[src/pkg/asbl_pkg.sv]
// Shared constants for the static RAM host controller
package asbl_pkg;
    localparam int ADDR_W = 17;
    localparam int DATA_W = 16;
    localparam int CLK_PERIOD_NS = 40;
    // Pin timing figures in ns
    localparam int T_RC_NS   = 70;
    localparam int T_AA_NS   = 70;
    localparam int T_WC_NS   = 70;
    localparam int T_AW_NS   = 60;
    localparam int T_BW_NS   = 60;
    localparam int T_SD_NS   = 30;
    localparam int T_HZWE_NS = 25;
    localparam int T_HZOE_NS = 25;
    // Least times round up to whole cycles
    localparam int RD_CYC  = (T_AA_NS + CLK_PERIOD_NS - 1) / CLK_PERIOD_NS;
    localparam int WR_CYC0 = (T_AW_NS + CLK_PERIOD_NS - 1) / CLK_PERIOD_NS;
    localparam int WR_CYC1 = (T_HZWE_NS + T_SD_NS + CLK_PERIOD_NS - 1) / CLK_PERIOD_NS;
    localparam int WR_CYC  = (WR_CYC0 > WR_CYC1) ? WR_CYC0 : WR_CYC1;
    localparam int TURN_CYC = (T_HZOE_NS + CLK_PERIOD_NS - 1) / CLK_PERIOD_NS;
    localparam int CNT_W = 4;
    localparam logic [CNT_W-1:0] CNT_RST = 4'h0;
    localparam logic [ADDR_W-1:0] ADDR_RST = 17'h00000;
    localparam logic [DATA_W-1:0] DATA_RST = 16'h0000;
endpackage

[src/pkg/asbl_cnt_if.sv]
// Wait-state counter handshake between controller and timer
`timescale 1ns/100ps
interface asbl_cnt_if;
    logic                           load;
    logic [asbl_pkg::CNT_W-1:0]     count;
    logic                           done;
    modport ctl (output load, output count, input done);
    modport tmr (input load, input count, output done);
endinterface

[src/hw/asbl_wait_timer.sv]
// Down counter that times wait states
`timescale 1ns/100ps
module asbl_wait_timer (
    input  wire logic  clk,   // Core clock
    input  wire logic  rst,   // Async reset, high
    asbl_cnt_if.tmr    cnt    // Load and done
);
    typedef struct packed {
        logic [asbl_pkg::CNT_W-1:0] remain;
    } asbl_tmr_s;
    asbl_tmr_s st_ff;
    asbl_tmr_s nxt_st;

    always_comb begin
        nxt_st = st_ff;
        if (cnt.load) begin
            nxt_st.remain = cnt.count;
        end else if (st_ff.remain != asbl_pkg::CNT_RST) begin
            nxt_st.remain = st_ff.remain - 4'h1;
        end
    end

    always_ff @(posedge clk or posedge rst) begin
        if (rst) begin
            st_ff <= '0;
        end else begin
            st_ff <= nxt_st;
        end
    end

    assign cnt.done = (st_ff.remain == 4'h1);
endmodule

[src/hw/asbl_sram_host.sv]
// Host controller driving an asynchronous 128K x 16 static RAM
// Contract
// [RL1] Memory holds 131,072 words of 16 bits on a 17-bit address.
// [RL2] Device idles in standby when unselected or both lanes off.
// [RL3] Data pins float when deselected, outputs off, lanes off, or writing.
// [RL4] Write with low lane selected stores bits 7 to 0.
// [RL5] Write with high lane selected stores bits 15 to 8; others unchanged.
// [RL6] Read drives select and output enable low, write strobe high.
// [RL7] Read drives only selected byte lanes; others float.
// [RL8] Write lasts while select and write strobe are both low.
// [RL9] Write data valid 30 ns before ending edge, 0 ns hold.
// [RL10] Strobe write with outputs on lasts turn-off plus setup time.
// [RL11] Address stable 60 ns before write end; change 0 ns around it.
// [RL12] Address presented no later than write start.
// [RL13] Byte lanes held low at least 60 ns before write end.
// [RL14] Read data valid 70 ns after address; no earlier sample.
// [RL15] Read data valid 35 ns after output enable falls.
// [RL16] Select and strobe rising together keep outputs floating.
// [RL17] Host never drives the bus while the device drives it.
// [RL18] Address valid before or with select falling on reads.
// [RL19] Each access is a state machine with counted wait states.
`timescale 1ns/100ps
module asbl_sram_host #(
    parameter int RD_CYC   = asbl_pkg::RD_CYC,   // Address to data cycles
    parameter int WR_CYC   = asbl_pkg::WR_CYC,   // Write strobe low cycles
    parameter int TURN_CYC = asbl_pkg::TURN_CYC  // Bus release cycles after a read
) (
    input  wire logic                          core_clk,        // 25 MHz clock
    input  wire logic                          rst,             // Async reset, high
    input  wire logic                          req_valid,       // Access request
    input  wire logic                          req_write,       // 1 write, 0 read
    input  wire logic [asbl_pkg::ADDR_W-1:0]   req_addr,        // Word address
    input  wire logic [asbl_pkg::DATA_W-1:0]   req_wdata,       // Write data
    input  wire logic [1:0]                    req_lane_n,      // Lane selects, low on
    output logic                               req_ready,       // Idle, request taken
    output logic                               rsp_valid,       // Read data pulse
    output logic [asbl_pkg::DATA_W-1:0]        rsp_rdata,       // Read data
    output logic [asbl_pkg::ADDR_W-1:0]        mem_addr,        // Address pins
    output logic                               chip_select_n,   // Chip select, low
    output logic                               write_strobe_n,  // Write strobe, low
    output logic                               output_drive_n,  // Output enable, low
    output logic                               low_byte_select_n,  // Low lane, low
    output logic                               high_byte_select_n, // High lane, low
    output logic [asbl_pkg::DATA_W-1:0]        data_out,        // Data pins out
    output logic                               data_oe,         // Host drives data
    input  wire logic [asbl_pkg::DATA_W-1:0]   data_in          // Data pins in
);
    typedef enum logic [2:0] {
        ST_IDLE,
        ST_RD,
        ST_RD_END,
        ST_WR,
        ST_WR_END,
        ST_TURN
    } asbl_state_e;

    // Controller state apart from the wait count, registered as one word
    typedef struct packed {
        asbl_state_e                   state;
        logic                          ready;
        logic                          rvalid;
        logic [asbl_pkg::DATA_W-1:0]   rdata;
        logic [asbl_pkg::ADDR_W-1:0]   addr;
        logic                          cs_n;
        logic                          we_n;
        logic                          oe_n;
        logic                          lb_n;
        logic                          hb_n;
        logic [asbl_pkg::DATA_W-1:0]   dout;
        logic                          doe;
        logic [asbl_pkg::DATA_W-1:0]   sync1;
        logic [asbl_pkg::DATA_W-1:0]   sync2;
    } asbl_host_s;

    asbl_host_s st_ff;
    asbl_host_s nxt_st;
    asbl_cnt_if cnt ();

    // Wait states counted by a shared down counter
    asbl_wait_timer u_timer (
        .clk (core_clk),
        .rst (rst),
        .cnt (cnt)
    );

    // Timer loads; a read waits two more cycles for the input synchroniser
    localparam logic [asbl_pkg::CNT_W-1:0] RD_WAIT   = asbl_pkg::CNT_W'(RD_CYC + 2);
    localparam logic [asbl_pkg::CNT_W-1:0] WR_WAIT   = asbl_pkg::CNT_W'(WR_CYC);
    localparam logic [asbl_pkg::CNT_W-1:0] TURN_WAIT = asbl_pkg::CNT_W'(TURN_CYC);

    // Idle word: deselected, strobes high, bus released
    localparam asbl_host_s HOST_RST = '{
        state:  ST_IDLE,
        ready:  1'b1,
        rvalid: 1'b0,
        rdata:  asbl_pkg::DATA_RST,
        addr:   asbl_pkg::ADDR_RST,
        cs_n:   1'b1,
        we_n:   1'b1,
        oe_n:   1'b1,
        lb_n:   1'b1,
        hb_n:   1'b1,
        dout:   asbl_pkg::DATA_RST,
        doe:    1'b0,
        sync1:  asbl_pkg::DATA_RST,
        sync2:  asbl_pkg::DATA_RST
    };

    // Next state; the timer answers through the interface
    always_comb begin
        nxt_st = st_ff;
        cnt.load = 1'b0;
        cnt.count = asbl_pkg::CNT_RST;
        nxt_st.rvalid = 1'b0;

        // Pin inputs pass two flops before use
        nxt_st.sync1 = data_in;
        nxt_st.sync2 = st_ff.sync1;

        unique case (st_ff.state)
            ST_IDLE: begin
                if (req_valid && st_ff.ready) begin
                    // Address, lanes and select all move at the take
                    nxt_st.ready = 1'b0;
                    nxt_st.addr = req_addr;            // RL12 RL18
                    nxt_st.lb_n = req_lane_n[0];       // RL13
                    nxt_st.hb_n = req_lane_n[1];       // RL13
                    nxt_st.cs_n = 1'b0;                // RL18
                    cnt.load = 1'b1;
                    if (req_write) begin
                        // Host drives the bus only while device outputs are off
                        nxt_st.we_n = 1'b0;            // RL8
                        nxt_st.oe_n = 1'b1;            // RL17
                        nxt_st.dout = req_wdata;       // RL4 RL5 RL9
                        nxt_st.doe = 1'b1;             // RL17
                        cnt.count = WR_WAIT;           // RL10 RL11 RL19
                        nxt_st.state = ST_WR;
                    end else begin
                        // Read holds the write strobe high and leaves the bus free
                        nxt_st.we_n = 1'b1;            // RL6
                        nxt_st.oe_n = 1'b0;            // RL6 RL15
                        nxt_st.doe = 1'b0;             // RL17
                        cnt.count = RD_WAIT;           // RL14 RL19
                        nxt_st.state = ST_RD;
                    end
                end
            end

            // Select and strobe rise on one edge to end the write
            ST_WR: begin
                if (cnt.done) begin
                    nxt_st.we_n = 1'b1;                // RL8 RL16
                    nxt_st.cs_n = 1'b1;                // RL8 RL16
                    nxt_st.state = ST_WR_END;
                end
            end

            // Data and lanes held one cycle past the write end
            ST_WR_END: begin
                nxt_st.doe = 1'b0;                     // RL9
                nxt_st.lb_n = 1'b1;                    // RL2
                nxt_st.hb_n = 1'b1;                    // RL2
                nxt_st.ready = 1'b1;
                nxt_st.state = ST_IDLE;
            end

            // Sample after the access time plus the two-flop synchroniser
            ST_RD: begin
                if (cnt.done) begin
                    nxt_st.rdata = st_ff.sync2;        // RL7 RL14
                    nxt_st.rvalid = 1'b1;
                    nxt_st.cs_n = 1'b1;                // RL2
                    nxt_st.oe_n = 1'b1;                // RL3
                    nxt_st.lb_n = 1'b1;
                    nxt_st.hb_n = 1'b1;
                    nxt_st.state = ST_RD_END;
                end
            end

            ST_RD_END: begin
                // Restart the timer for the bus release
                cnt.load = 1'b1;
                cnt.count = TURN_WAIT;                 // RL17
                nxt_st.state = ST_TURN;
            end

            // Device lets go of the bus before a write may drive it
            ST_TURN: begin
                if (cnt.done) begin
                    nxt_st.ready = 1'b1;
                    nxt_st.state = ST_IDLE;
                end
            end

            // Unused codes return to idle
            default: begin
                nxt_st.state = ST_IDLE;
            end
        endcase
    end

    // Asynchronous reset to the idle word
    always_ff @(posedge core_clk or posedge rst) begin
        if (rst) begin
            st_ff <= HOST_RST;
        end else begin
            st_ff <= nxt_st;
        end
    end

    // Every output is a register bit
    assign req_ready          = st_ff.ready;
    assign rsp_valid          = st_ff.rvalid;
    assign rsp_rdata          = st_ff.rdata;
    assign mem_addr           = st_ff.addr;
    assign chip_select_n      = st_ff.cs_n;
    assign write_strobe_n     = st_ff.we_n;
    assign output_drive_n     = st_ff.oe_n;
    assign low_byte_select_n  = st_ff.lb_n;
    assign high_byte_select_n = st_ff.hb_n;
    assign data_out           = st_ff.dout;
    assign data_oe            = st_ff.doe;
endmodule

[config.mk]
export PLATFORM = sky130hd
export DESIGN_NAME = asbl_sram_host
export DESIGN_NICKNAME = d
export VERILOG_FILES = /design/src/pkg/asbl_pkg.sv /design/src/pkg/asbl_cnt_if.sv /design/src/hw/asbl_wait_timer.sv /design/src/hw/asbl_sram_host.sv
export SDC_FILE = /design/constraint.sdc
export NUM_CORES = 1
export LEC_CHECK = 0
export ABC_AREA = 1
export ABC_CLOCK_PERIOD_IN_PS = 2700
export BUFFER_PORTS_ARGS = -buffer_cell sky130_fd_sc_hd__buf_2
export CORE_AREA = 2 2 95 97
export DETAILED_ROUTE_END_ITERATION = 7
export DIE_AREA = 0 0 97 99
export PLACE_DENSITY = 0.8
export RECOVER_POWER = 50
export SYNTH_ARGS = -nofsm -noshare
export SYNTH_HDL_FRONTEND = slang
export SYNTH_HIERARCHICAL = 1
export SYNTH_SLANG_ARGS = --single-unit
[constraint.sdc]
create_clock -name core_clk -period 2.7 [get_ports core_clk]
set_clock_uncertainty 0.1 [all_clocks]
set_input_delay 0.135 -clock core_clk [delete_from_list [all_inputs] [get_ports core_clk]]
set_output_delay 0.135 -clock core_clk [all_outputs]
set_load 0.01 [all_outputs]
==> qor.txt <==
================================================================================
Number of endpoints with negative hold slack in the final report               0
Master of the slowest instance on the critical path                      dfrtp_1
Cell row count                                                                34
Standard cell area after detailed placement                            4260 um^2
Worst hold stages                                                              5
Root buffer selected by CTS                                             clkbuf_8
Register-to-register setup slack                                         0.77 ns
Number of synthesized register bits                                           96
NumNets Final                                                                586
Startpoint of the most critical hold path                           req_lane_n[0]
Transition at the pin with the smallest max-transition slack            0.651 ns
First-pass detailed-route iteration total                                      4
Most area-consuming cells after synthesis                           dfrtp_1 (57%), nand2_1 (17%), buf_4 (9.7%), dfstp_2 (4.0%), o21ai_0 (2.5%)
Clock latency at the later pin of the worst-skew pair                    0.35 ns
Number of failing setup endpoints in the final timing report                   0
Number of DRC violations after detailed routing                                0
Count of max-cap constraint violations                                         0
Highest clock frequency the design can meet                              518 MHz
Area used by multi-input combinational logic                           1030 um^2
Vias in the first global route                                             2,929
Hold Path Sink                                                      low_byte_select_n
Mapped Nets                                                                  467
Count of antenna-violating nets left after detailed routing                    0
Number of buffers inserted to repair setup after CTS                           0
Fin util                                                                   57.4%
Count of distinct cell types in the synthesized netlist                       31
Highest fanout seen on the critical path                                      19
Proportion of layout cells with a drive suffix above 1                     21.4%
Total core area                                                        8550 um^2
Filler Cells Inserted                                                        741
Number of pins exceeding their max-slew limit in the final report              0
Clock Sinks                                                                   96
Min-Delay Path Class                                                primary input to register
Maximum number of pins on one net before global-route repair                  53
Clock period minus final worst setup slack                               1.93 ns
Number of vias per cell                                                     4.53
HPWL Detailed                                                            5320 um
Startpoint kind of the worst setup timing path                          register
Cell type with the highest aggregate area in the netlist                 dfrtp_1
Worst endpoint data arrival time                                         2.08 ns
Total negative slack                                                        0 ns
Area overhead of the layout relative to synthesis                          24.1%
P per Cell Area                                                      987 nW/um^2
Buffers on Ports                                                             111
Total via count in the routed design                                       2,901
Sequential-to-total area share from yosys stat                             61.0%
Antenna violations before repair                                               0
Area fraction of the dominant cell type after synthesis                    57.0%
Clk slew on worst S/H paths                                              0.09 ns
Mapped cell area                                                       3950 um^2
Die extent in x                                                            97 um
Post-route clock period utilization                                        71.4%
Crit Reg-Reg Startpoint                                                st_ff[90]
Most numerous cell on the critical path                                    inv_2
Overall global routing resource usage                                      17.7%
Mean instance size in the synthesized netlist                          9.66 um^2
Run status                                                             completed
Endpoint required time on the critical path                              2.85 ns
Setup CP Type                                                       register to register
Worst hold-check slack                                                 0.0225 ns
Deepest clock path buffer count                                                2
Crit path max-delay family                                          simple AND/OR/NAND/NOR gates
TritonCTS clock tree                                                       built
First-iteration detailed-routing DRC count                                    92
Total Die Area                                                         9600 um^2
CTS H-tree depth                                                               3
Number of buffers created by CTS                                               9
Critical Path Max Stage Delay                                            0.49 ns
# IOs                                                                        112
Yosys synthesis warning count                                                  6
Total routed wirelength                                                  8200 um
Antenna diode instance count                                                   0
Starting density of the core                                               46.2%
Setup repair after global routing missed its margin                        false
CP cell instances                                                   nor2_4 > nand2_4 > inv_2 > nand2_2 > inv_2 > nor2_1 > inv_1 > inv_2 > nand2_2 > inv_1 > nand2_1 > nand2_1
Mean routed wirelength per cell                                          12.8 um
Critical R2R Capture                                                u_timer/st_ff[3]
Register-to-Register Path Depth                                               12
Normalized max-slew margin                                                 56.6%
Die span in y                                                              99 um
Placer's final routability congestion estimate                             0.898
Finished layout cell area                                              4900 um^2
Wire length of the first global-routing pass                           13,600 um
Gr ovfl total                                                                  0
CP Launch Point                                                        st_ff[90]
Max IR drop VDD                                                           500 uV
Sequential standard cell area                                          2410 um^2
Count of buffer and inverter cells on the critical path                        5
Type of element capturing the critical path                             register
Gate Count Post-Synth                                                        409
Leak                                                                     2.55 nW
================================================================================
[cells in the mapped netlist, drive strengths merged]
| cell type | count |
|---|---|
| a21oi | 1 |
| a22o | 1 |
| a31oi | 1 |
| buf | 56 |
| clkbuf | 2 |
| clkinv | 1 |
| conb | 1 |
| dfrtp | 90 |
| dfstp | 6 |
| ha | 3 |
| inv | 19 |
| nand2 | 178 |
| nand3 | 11 |
| nand4 | 1 |
| nor2 | 11 |
| nor3 | 1 |
| nor3b | 1 |
| o211ai | 1 |
| o21ai | 23 |
| xnor2 | 1 |
[cell usage in the layout, fill, tap and decap left out, types with 3 or more instances in the layout]
cell and count:
nor2_1 7, dfrtp_1 90, clkbuf_8 10, nand2_1 174, buf_2 71, nor2_4 3, ha_1 3, clkinvlp_4 3
inv_1 13, dlygate4sd3_1 51, nand3_1 9, nand2_2 3, o21ai_1 3, o21ai_0 20, clkbuf_1 40, inv_2 5
dfstp_2 6, buf_4 3
[metal layers]
layer	up-vias	GRT usage [%]	routed length [um]
met3	11	4.18	458
met1	1349	22.2	3690
met4	0	6.18	103
met2	91	30.3	3950
li1	1450	-	-
met5	-	0	0
[tightest hold or removal path: stages]
cell     delay (ns)
buf_2          0.08
nand2_1        0.05
nand3_1        0.07
nand2_1        0.06
nand2_1        0.05
[report_power, final]
group | total, mW | internal (mW) | switching (mW)
sequential | 2.20 | 1.92 | 0.278
combinational | 1.77 | 0.654 | 1.11
clock | 0.878 | 0.371 | 0.507
total | 4.84 | 2.94 | 1.90
[worst max path at each step]
stage	endpoint	slack, ns	depth (start not counted)
after floorplan	data_oe	0.08	1
after CTS	u_timer/st_ff[3]	0.77	12
after detailed placement	u_timer/st_ff[3]	0.78	12
after global routing	u_timer/st_ff[3]	0.52	12
final	u_timer/st_ff[3]	0.77	12
after global placement	u_timer/st_ff[3]	0.85	12
[timing repair]
| item | CTS | global route |
|---|---|---|
| hold buffers | 51 | 0 |
| gates resized for setup | 0 | 0 |
| endpoints found under the hold margin | 104 | 0 |
[cell type report]
class                           instances  share of cell area, %
Tap cell                              108                   2.76
Multi-Input combinational cell        235                   21.1
Inverter                               20                   1.61
Sequential cell                        96                   49.1
Clock inverter                          6                   1.05
Timing Repair Buffer                  166                   21.6
Clock buffer                           10                   2.81
[stage by stage]
stage / worst slack, ns / total power, mW / std cells
2_1_floorplan: 0.0830 / 3.75 / 409
3_3_place_gp: 0.851 / 3.91 / 574
3_5_place_dp: 0.778 / 3.99 / 574
4_1_cts: 0.766 / 4.93 / 641
5_1_grt: 0.519 / 5.25 / 641
6_report: 0.771 / 4.84 / 641
[sequential cells by signal, indices dropped and copies added, names as in the netlist]
| name | flops |
|---|---|
| rsp_rdata | 16 |
| chip_select_n | 1 |
| output_drive_n | 1 |
| data_out | 16 |
| write_strobe_n | 1 |
| rsp_valid | 1 |
| u_timer/st_ff | 4 |
| st_ff | 19 |
| low_byte_select_n | 1 |
| nxt_st | 16 |
| mem_addr | 17 |
| req_ready | 1 |
| data_oe | 1 |
| high_byte_select_n | 1 |
[cells by family (layout without fill, tap and decap cells)]
| logic type | count (synthesis) | in the layout | synth area share (%) |
|---|---|---|---|
| buffers and inverters | 78 | 202 | 12.9 |
| AND/OR/NAND/NOR | 203 | 203 | 21.3 |
| AO/OA/AOI/OAI | 27 | 27 | 3.61 |
| adder cells (fa/ha/maj) | 3 | 3 | 0.950 |
| flip-flops | 96 | 96 | 61.0 |
| other | 1 | 1 | 0.0949 |
| XOR/XNOR | 1 | 1 | 0.222 |
Power figures use the tool's default switching activity.
